<file path="src/octal_driver_defs.svh">
// Constants for the eight-channel low-side driver mode control block
// Summary of operation
// An overloaded output switches off and stays latched off until cleared.
// Overload must persist at least 3 us before a channel latches off.
// A latched fault clears by standby command on that channel or power-on reset.
// Fault detection runs continuously, during turn-on and while conducting.
// Each rising enable performs a full power-up reset to default values.
// Each channel takes its own command; 11 is off, 10 is on.
// Command 01 follows the parallel input; 00 is standby, off, no diagnostic current.
// After power-on reset commands are all ones, status zero, frame error flag one.
// Operation needs both supplies; in limp-home only the analog supply reset applies.
// Initial power-up gives global off without diagnostic current; other entries enable it. Code keeps it off after every entry until a command write.
// Undervoltage keeps outputs off; exit with limp-home high enters limp-home.
// Enable and limp-home both low select the lowest quiescent state.
// Standby on all channels adds a reduced quiescent current state.
// Parallel input n drives channels n and n+4 when programmed for parallel mode.
// A channel commanded off ignores its paired parallel input.
// The host clears faults latched during parallel pulse operation by command.
// Limp-home high: channels 1-4 follow inputs 1-4, channels 5-8 forced off.
// Limp-home ignores commands, keeps fault sensing; toggling limp-home re-enables channels.
// Leaving limp-home resets registers, enters off or low quiescent, diagnostics disabled.
// Analog supply reset forces outputs off; limp-home digital dropout keeps faults.
// Going from limp-home into global off sets the frame error flag.
// Enable rising with limp-home low moves low quiescent state into global off.
// Power-up is enable OR limp-home; rising limp-home enters limp-home regardless.
// Two command bits and two status bits per channel.
// Faults clear per channel in standby, all on supply reset, enable low, limp exit.
// Enable, limp-home and parallel inputs are synchronised before use.
`ifndef OCTAL_DRIVER_DEFS_SVH
`define OCTAL_DRIVER_DEFS_SVH

`define REG_COMMAND 4'h0
`define REG_FAULT 4'h4
`define REG_MODE 4'h8
`define CMD_RESET 16'hffff
`define CMD_ALL_STANDBY 16'h0000
`define REF_CLK_PERIOD_NS 25
`define OVL_FILTER_NS 3000
`define OVL_FILTER_CYC ((`OVL_FILTER_NS + `REF_CLK_PERIOD_NS - 1) / `REF_CLK_PERIOD_NS)

`endif

</file>
<file path="src/octal_driver_pkg.sv">
// Types shared by the driver mode control block
package octal_driver_pkg;
  typedef enum logic [1:0] {
    ST_UVLO = 2'b00,
    ST_LOW_IQ = 2'b01,
    ST_ACTIVE = 2'b10,
    ST_LIMP = 2'b11
  } mode_t;

  typedef enum logic [1:0] {
    CMD_STANDBY = 2'b00,
    CMD_PARALLEL = 2'b01,
    CMD_ON = 2'b10,
    CMD_OFF = 2'b11
  } chan_cmd_t;

  typedef struct packed {
    logic en;
    logic limp;
    logic [3:0] par;
    logic [7:0] ovl;
    logic [7:0] otp;
    logic dig_ok;
    logic ana_ok;
  } pins_t;
endpackage

</file>
<file path="src/octal_driver_channel_mode_control.sv">
// Channel mode, protection and register control for the eight-channel low-side driver
//
// Decided for this implementation: the address-and-strobe port and the register addresses.
`timescale 1ns/1ps
`default_nettype none
`include "octal_driver_defs.svh"

module octal_driver_channel_mode_control #(
  parameter int unsigned FILTER_CYCLES = `OVL_FILTER_CYC
) (
  input wire logic REF_CLK,
  input wire logic RST,
  input wire logic EN,
  input wire logic LIMP_HOME_INPUT,
  input wire logic [3:0] PAR_IN,
  input wire logic [7:0] OVERLOAD_DET,
  input wire logic [7:0] OVERTEMP_DET,
  input wire logic DIGITAL_SUPPLY_OK,
  input wire logic ANALOG_SUPPLY_OK,
  input wire logic [3:0] ADDR,
  input wire logic [15:0] WDATA,
  input wire logic WR,
  input wire logic RD,
  output logic [15:0] RDATA,
  output logic [7:0] LOW_SIDE_OUTPUTS,
  output logic [7:0] DIAG_CURRENT_EN,
  output logic REDUCED_IQ,
  output logic [1:0] MODE
);

  octal_driver_pkg::pins_t pin_meta;
  octal_driver_pkg::pins_t pins;
  logic en_d;
  logic limp_d;
  logic en_rise;
  octal_driver_pkg::mode_t state;
  octal_driver_pkg::mode_t next_state;
  logic [15:0] cmd;
  logic frame_error_flag;
  logic diag_armed;
  logic enter_active;
  logic wipe;
  logic clr_all;
  logic wr_cmd;
  logic [7:0] ovl_trip;
  logic [7:0] ovl_flt;
  logic [7:0] otp_flt;
  logic [7:0] fault;
  logic [7:0] next_out;
  logic [7:0] next_diag;
  logic [7:0] ovl_cnt [8];
  logic [8:0] ovl_run;

  // Counter is eight bits wide, so the filter count must stay at or below 256
  function automatic logic chan_drive(input logic [1:0] c, input logic par);
    case (c)
      octal_driver_pkg::CMD_ON: chan_drive = 1'b1;
      octal_driver_pkg::CMD_PARALLEL: chan_drive = par;
      default: chan_drive = 1'b0;
    endcase
  endfunction

  // A channel in standby while active drops its latched faults
  function automatic logic standby_clear(input octal_driver_pkg::mode_t s,
                                         input logic [1:0] c);
    standby_clear = s == octal_driver_pkg::ST_ACTIVE && c == octal_driver_pkg::CMD_STANDBY;
  endfunction

  function automatic logic [15:0] read_mux(input logic [3:0] a, input logic [15:0] c,
                                           input logic [15:0] f, input logic [4:0] m);
    case (a)
      `REG_COMMAND: read_mux = c;
      `REG_FAULT: read_mux = f;
      `REG_MODE: read_mux = {11'h000, m};
      default: read_mux = 16'h0000;
    endcase
  endfunction

  // Two-stage synchronisers for every pin from outside the clock domain
  always_ff @(posedge REF_CLK or posedge RST) begin
    if (RST) begin
      pin_meta <= '0;
      pins <= '0;
    end else begin
      pin_meta <= {EN, LIMP_HOME_INPUT, PAR_IN, OVERLOAD_DET, OVERTEMP_DET,
                   DIGITAL_SUPPLY_OK, ANALOG_SUPPLY_OK};
      pins <= pin_meta;
    end
  end

  always_ff @(posedge REF_CLK or posedge RST) begin
    if (RST) begin
      en_d <= 1'b0;
      limp_d <= 1'b0;
    end else begin
      en_d <= pins.en;
      limp_d <= pins.limp;
    end
  end

  assign en_rise = pins.en && !en_d;

  always_comb begin
    next_state = state;
    if (!pins.ana_ok || (!pins.dig_ok && state != octal_driver_pkg::ST_LIMP)) begin
      next_state = octal_driver_pkg::ST_UVLO;
    end else begin
      case (state)
        octal_driver_pkg::ST_UVLO: begin
          if (pins.limp) begin
            next_state = octal_driver_pkg::ST_LIMP;
          end else if (pins.en) begin
            next_state = octal_driver_pkg::ST_ACTIVE;
          end else begin
            next_state = octal_driver_pkg::ST_LOW_IQ;
          end
        end
        octal_driver_pkg::ST_LOW_IQ: begin
          if (pins.limp) begin
            next_state = octal_driver_pkg::ST_LIMP;
          end else if (en_rise) begin
            next_state = octal_driver_pkg::ST_ACTIVE;
          end
        end
        octal_driver_pkg::ST_ACTIVE: begin
          if (pins.limp) begin
            next_state = octal_driver_pkg::ST_LIMP;
          end else if (!pins.en) begin
            next_state = octal_driver_pkg::ST_LOW_IQ;
          end
        end
        octal_driver_pkg::ST_LIMP: begin
          if (!pins.limp) begin
            next_state = pins.en ? octal_driver_pkg::ST_ACTIVE
                                 : octal_driver_pkg::ST_LOW_IQ;
          end
        end
        default: next_state = octal_driver_pkg::ST_UVLO;
      endcase
    end
  end

  always_ff @(posedge REF_CLK or posedge RST) begin
    if (RST) begin
      state <= octal_driver_pkg::ST_UVLO;
    end else begin
      state <= next_state;
    end
  end

  // Any entry to global off is a full power-up of the register set
  assign enter_active = next_state == octal_driver_pkg::ST_ACTIVE &&
                        state != octal_driver_pkg::ST_ACTIVE;
  assign wipe = state == octal_driver_pkg::ST_UVLO || enter_active ||
                (state == octal_driver_pkg::ST_LIMP && next_state != state) ||
                (state == octal_driver_pkg::ST_ACTIVE &&
                 next_state == octal_driver_pkg::ST_LOW_IQ);
  // Entering limp-home also clears, so toggling limp-home re-enables channels
  assign clr_all = wipe || state == octal_driver_pkg::ST_LOW_IQ ||
                   (next_state == octal_driver_pkg::ST_LIMP &&
                    state != octal_driver_pkg::ST_LIMP);
  // Writes outside global off are dropped, limp-home included
  assign wr_cmd = WR && ADDR == `REG_COMMAND &&
                  state == octal_driver_pkg::ST_ACTIVE;

  always_ff @(posedge REF_CLK or posedge RST) begin
    if (RST) begin
      cmd <= `CMD_RESET;
    end else if (wipe) begin
      cmd <= `CMD_RESET;
    end else if (wr_cmd) begin
      cmd <= WDATA;
    end
  end

  // Set wins over the clear by a valid command
  always_ff @(posedge REF_CLK or posedge RST) begin
    if (RST) begin
      frame_error_flag <= 1'b1;
    end else if (state == octal_driver_pkg::ST_UVLO || enter_active) begin
      frame_error_flag <= 1'b1;
    end else if (wr_cmd) begin
      frame_error_flag <= 1'b0;
    end
  end

  // Diagnostic current stays off after power-up until software commands
  always_ff @(posedge REF_CLK or posedge RST) begin
    if (RST) begin
      diag_armed <= 1'b0;
    end else if (wipe) begin
      diag_armed <= 1'b0;
    end else if (wr_cmd) begin
      diag_armed <= 1'b1;
    end
  end

  always_ff @(posedge REF_CLK or posedge RST) begin
    if (RST) begin
      for (int i = 0; i < 8; i++) begin
        ovl_cnt[i] <= 8'h00;
      end
    end else begin
      for (int i = 0; i < 8; i++) begin
        if (!pins.ovl[i]) begin
          ovl_cnt[i] <= 8'h00;
        end else if (ovl_cnt[i] != 8'(FILTER_CYCLES - 1)) begin
          ovl_cnt[i] <= ovl_cnt[i] + 8'h01;
        end
      end
    end
  end

  always_comb begin
    for (int i = 0; i < 8; i++) begin
      ovl_trip[i] = pins.ovl[i] && ovl_cnt[i] == 8'(FILTER_CYCLES - 1);
    end
  end

  // A new fault beats a standby clear in the same cycle
  always_ff @(posedge REF_CLK or posedge RST) begin
    if (RST) begin
      ovl_flt <= 8'h00;
      otp_flt <= 8'h00;
    end else begin
      for (int i = 0; i < 8; i++) begin
        if (state == octal_driver_pkg::ST_UVLO) begin
          ovl_flt[i] <= 1'b0;
          otp_flt[i] <= 1'b0;
        end else begin
          if (ovl_trip[i]) begin
            ovl_flt[i] <= 1'b1;
          end else if (clr_all || standby_clear(state, cmd[2*i +: 2])) begin
            ovl_flt[i] <= 1'b0;
          end
          if (pins.otp[i]) begin
            otp_flt[i] <= 1'b1;
          end else if (clr_all || standby_clear(state, cmd[2*i +: 2])) begin
            otp_flt[i] <= 1'b0;
          end
        end
      end
    end
  end

  assign fault = ovl_flt | otp_flt;

  always_comb begin
    for (int i = 0; i < 8; i++) begin
      next_out[i] = 1'b0;
      next_diag[i] = 1'b0;
      case (state)
        octal_driver_pkg::ST_ACTIVE: begin
          next_out[i] = chan_drive(cmd[2*i +: 2], pins.par[i % 4]) && !fault[i];
          next_diag[i] = diag_armed && !next_out[i] &&
                         cmd[2*i +: 2] != octal_driver_pkg::CMD_STANDBY;
        end
        octal_driver_pkg::ST_LIMP: begin
          next_out[i] = (i < 4) ? (pins.par[i % 4] && !fault[i]) : 1'b0;
        end
        default: begin
          next_out[i] = 1'b0;
        end
      endcase
    end
  end

  always_ff @(posedge REF_CLK or posedge RST) begin
    if (RST) begin
      LOW_SIDE_OUTPUTS <= 8'h00;
      DIAG_CURRENT_EN <= 8'h00;
      REDUCED_IQ <= 1'b0;
    end else begin
      LOW_SIDE_OUTPUTS <= next_out;
      DIAG_CURRENT_EN <= next_diag;
      REDUCED_IQ <= state == octal_driver_pkg::ST_ACTIVE && cmd == `CMD_ALL_STANDBY;
    end
  end

  assign MODE = state;

  // Read data stand in each cycle after RD is high, zero otherwise
  always_ff @(posedge REF_CLK or posedge RST) begin
    if (RST) begin
      RDATA <= 16'h0000;
    end else if (RD) begin
      RDATA <= read_mux(ADDR, cmd,
                        {ovl_flt[7], otp_flt[7], ovl_flt[6], otp_flt[6],
                         ovl_flt[5], otp_flt[5], ovl_flt[4], otp_flt[4],
                         ovl_flt[3], otp_flt[3], ovl_flt[2], otp_flt[2],
                         ovl_flt[1], otp_flt[1], ovl_flt[0], otp_flt[0]},
                        {frame_error_flag, diag_armed, REDUCED_IQ, state});
    end else begin
      RDATA <= 16'h0000;
    end
  end

  // Run length of overload samples on channel 1, kept apart from the filter counter
  always_ff @(posedge REF_CLK or posedge RST) begin
    if (RST) begin
      ovl_run <= 9'h000;
    end else if (!pins.ovl[0]) begin
      ovl_run <= 9'h000;
    end else if (ovl_run != 9'h1ff) begin
      ovl_run <= ovl_run + 9'h001;
    end
  end
endmodule
`default_nettype wire

</file>
<file path="config.mk">
export PLATFORM = sky130hd
export DESIGN_NAME = octal_driver_channel_mode_control
export DESIGN_NICKNAME = d
export VERILOG_FILES = /design/src/octal_driver_pkg.sv /design/src/octal_driver_channel_mode_control.sv
export VERILOG_INCLUDE_DIRS = /design/src /design/src/src
export SDC_FILE = /design/constraint.sdc
export NUM_CORES = 1
export LEC_CHECK = 0
export ABC_CLOCK_PERIOD_IN_PS = 5950
export BUFFER_PORTS_ARGS = -buffer_cell sky130_fd_sc_hd__clkbuf_2
export CAP_MARGIN = 0
export CORE_MARGIN = 10
export CORE_UTILIZATION = 31
export CTS_CLUSTER_SIZE = 10
export DETAILED_ROUTE_END_ITERATION = 7
export GPL_TIMING_DRIVEN = 0
export PLACE_DENSITY = 0.53
export SETUP_SLACK_MARGIN = 0.3
export SYNTH_ARGS = -nofsm -noshare
export SYNTH_HDL_FRONTEND = slang
export SYNTH_SLANG_ARGS = --single-unit
export TNS_END_PERCENT = 10
</file>
<file path="constraint.sdc">
create_clock -name REF_CLK -period 5.95 [get_ports REF_CLK]
set_input_delay 1.19 -clock REF_CLK [delete_from_list [all_inputs] [get_ports REF_CLK]]
set_output_delay 1.19 -clock REF_CLK [all_outputs]
set_load 0.005 [all_outputs]
</file>
==> impl_results.rst <==
.. list-table::
   :header-rows: 1

   * - Metric
     - Value
   * - Average vias per placed instance
     - 4.657
   * - Yosys reg bits
     - 182
   * - Post-synth EDFFs
     - 0
   * - Setup bufs post-CTS
     - 0
   * - Commonest cells in the netlist
     - dfrtp_1 (165), nand2_1 (52), nor2_1 (41)
   * - Crit path required time
     - 4760 ps
   * - Antenna Diode Count
     - 0
   * - Arrival @ worst endpoint
     - 1160 ps
   * - Time the worst path needs with I/O delays and setup
     - 2347 ps
   * - Fraction of the cycle the final worst path needs
     - 0.3945
   * - Achievable Freq
     - 426.0 MHz
   * - Top cells by area in the synthesized netlist
     - dfrtp_1 (53%), dfstp_2 (5.7%), ha_1 (5.1%)
   * - Warnings from Yosys
     - 0
   * - Crit end category
     - primary output
   * - Synthesized netlist cell count
     - 647
   * - Launch point of the critical path
     - MODE[0]$_DFF_PP0_
   * - WL per Instance
     - 16.32 um
   * - List of cells traversed by the critical path
     - clkbuf_2
   * - GR Util All Layers
     - 0.1179
   * - Num CTS Buffers
     - 17
   * - Largest net degree at the start of global routing
     - 42
   * - Die height
     - 178.5 um
   * - Worst hold-check path type
     - reg2reg
   * - Detailed-routing iteration count for the pre-antenna-repair pass
     - 4
   * - Sequential area share after synthesis
     - 0.5873
   * - Pleak
     - 0.004142 uW
   * - Unique cell type count in the Yosys netlist
     - 45
   * - Critical path's top delay family
     - flip-flops
   * - Horiz. Die Dim
     - 178.5 um
   * - Full die area
     - 0.03187 sq mm
   * - Sum of buffers and inverters on the critical path
     - 1
   * - Cell taking the most area after synthesis
     - dfrtp_1
   * - Final core utilization
     - 0.3792
   * - Drt initial violations
     - 305
   * - Min-delay src
     - pin_meta[2]$_DFF_PP0_
   * - TritonCTS clock tree
     - done
   * - Global-route wire length before repair
     - 29190 um
   * - Area growth from synthesis to final layout
     - 19.42%
   * - Vias in the first global route
     - 5308
   * - Final Hold Violating Endpoints
     - 0
   * - Power density cells
     - 277.0 mW/mm^2
   * - H-tree lvl count
     - 4
   * - Max rail drop VDD
     - 149.8 uV
   * - Worst-Margin Slew
     - 724.0 ps
   * - Type of origin of the critical path
     - flip-flop
   * - Synth async-reset ratio
     - 1.000
   * - Placement Rows
     - 57
   * - Vias
     - 5076
   * - Gr ovfl total
     - 0
   * - Largest stage delay on the critical path
     - 550 ps
   * - IO Pins
     - 83
   * - TritonCTS Sinks
     - 182
   * - Detailed placer's ending HPWL
     - 13170 um
   * - Slowest-stage cell, CP
     - dfrtp_1
   * - Number of remaining DRC errors
     - 0
   * - Cell at the root of the clock tree
     - clkbuf_16
   * - Post-CTS sizing
     - 0
   * - Number of max-slew violations in the final report
     - 0
   * - Status
     - finished, final reports clean
   * - Post-Syn Area per Cell
     - 12.04 sq um
   * - Number of nets still failing antenna checks after routing
     - 0
   * - Worst Clk Skew
     - 10.40 ps
   * - Slew headroom
     - 0.5173
   * - Antenna violations before repair
     - 0
   * - Clock Pin Slew Worst Setup and Hold Paths
     - 70 ps
   * - Port bufs
     - 82
   * - Share of cells above drive strength 1
     - 0.2232
   * - Total standard cell area after synthesis
     - 0.007791 sq mm
   * - Most numerous cell in the Yosys netlist
     - dfrtp_1
   * - Worst reg2reg setup slack
     - 4030 ps
   * - Maximum root-to-sink buffer count
     - 2
   * - Maximum fanout along the worst path
     - 9
   * - Type of the setup path with the least slack
     - reg2out
   * - Area inside the core boundary
     - 0.02453 sq mm
   * - Clock latency on the worst-skew pair
     - 430 ps
   * - Number of max-cap violations
     - 0
   * - Most used DFF post-synth
     - dfrtp_1
   * - Final net count
     - 833
   * - Portion of synthesized cell area occupied by the leading cell type
     - 0.5300
   * - Effective utilization at floorplan
     - 0.3176
   * - Quantity of hold-fixing buffers added after cts
     - 0
   * - Synth Net Count
     - 727
   * - R2R Path Start
     - MODE[0]$_DFF_PP0_
   * - RD Place Congestion
     - 0.7948
   * - Setup TNS after final layout
     - 0 ps
   * - Count of endpoints failing setup in the final report
     - 0
   * - Fill count
     - 2421
   * - Setup repair after global routing missed its margin
     - no
   * - Aggregate routed wire length
     - 17790 um
==> area by class of cell <==
type / count / area (sq um) / share of cell area
clock buffer: 18 / 429.2 / 0.04613
clock inverter: 14 / 163.9 / 0.01762
multi-input combinational: 430 / 3052 / 0.3280
buffer: 13 / 81.33 / 0.008741
tap: 324 / 405.4 / 0.04357
sequential: 182 / 4576 / 0.4918
inverter: 22 / 86.33 / 0.009279
timing repair buffer: 87 / 510.5 / 0.05487
==> cells by family after synthesis <==
| family | synth area share |
|---|---|
| simple gates | 0.1776 |
| flops | 0.5873 |
| compound gates | 0.1176 |
| buf+inv | 0.02104 |
| fa+ha+maj | 0.05139 |
| xor+xnor | 0.03485 |
| mux | 0.01028 |
==> power by group <==
part           leakage, uW  internal (uW)  switching [uW]
clock             0.000287            633             505
sequential         0.00234           1270            33.3
combinational      0.00151           52.6            79.4
total              0.00414           1960             618
==> metal layers <==
layer,GRT usage,part of all wire,vias up,wire length (um)
met4,0.03445,0.013,0,235
li1,-,-,2483,-
met5,0,0,-,0
met2,0.1841,0.47,89,8407
met3,0.02939,0.043,14,769
met1,0.1584,0.47,2490,8378
==> path summary, 6_finish.rpt <==
| path | to | cells past startpoint |
|---|---|---|
| min in group asynchronous | pin_meta[13]$_DFF_PP0_ | 2 |
| max in group asynchronous | en_d$_DFF_PP0_ | 5 |
| max | MODE[0] | 1 |
| min | pins[2]$_DFF_PP0_ | 0 |
| min reg2reg | pins[2]$_DFF_PP0_ | 0 |
| max reg2reg | otp_flt[5]$_DFFE_PP0P_ | 4 |
==> registers in the layout, summed over array words and instances (netlist names), 2 cells and up <==
name,cells
ovl_flt,8
ovl_cnt,64
MODE,2
pin_meta,24
LOW_SIDE_OUTPUTS,8
cmd,16
DIAG_CURRENT_EN,8
otp_flt,8
pins,24
RDATA,16
==> stage by stage <==
stage | power [uW] | std cells | instance area (sq um) | hold slack, ps | worst slack, ps
after CTS | 2620 | 1090 | 9304 | 345.3 | 3556
after global placement | 1458 | 1053 | 8611 | 332.7 | 1200
after global routing | 2690 | 1090 | 9304 | 357.0 | 3528
final | 2577 | 1090 | 9304 | 344.4 | 3603
after detailed placement | 1466 | 1058 | 8711 | 334.7 | 3323
after floorplan | 1398 | 647 | 7795 | 331.2 | 2437
==> layout by cell type, fill, tap and decap left out, types with 19 or more instances in the layout <==
cell type,synthesis,final
clkbuf_2,0,82
nand3_1,21,21
ha_1,32,32
nand2_1,52,52
o21ai_0,38,38
dfrtp_1,165,165
and2_1,24,24
xnor2_1,19,19
inv_1,22,21
nor2_1,41,41
(Power assumes the default switching activity.)
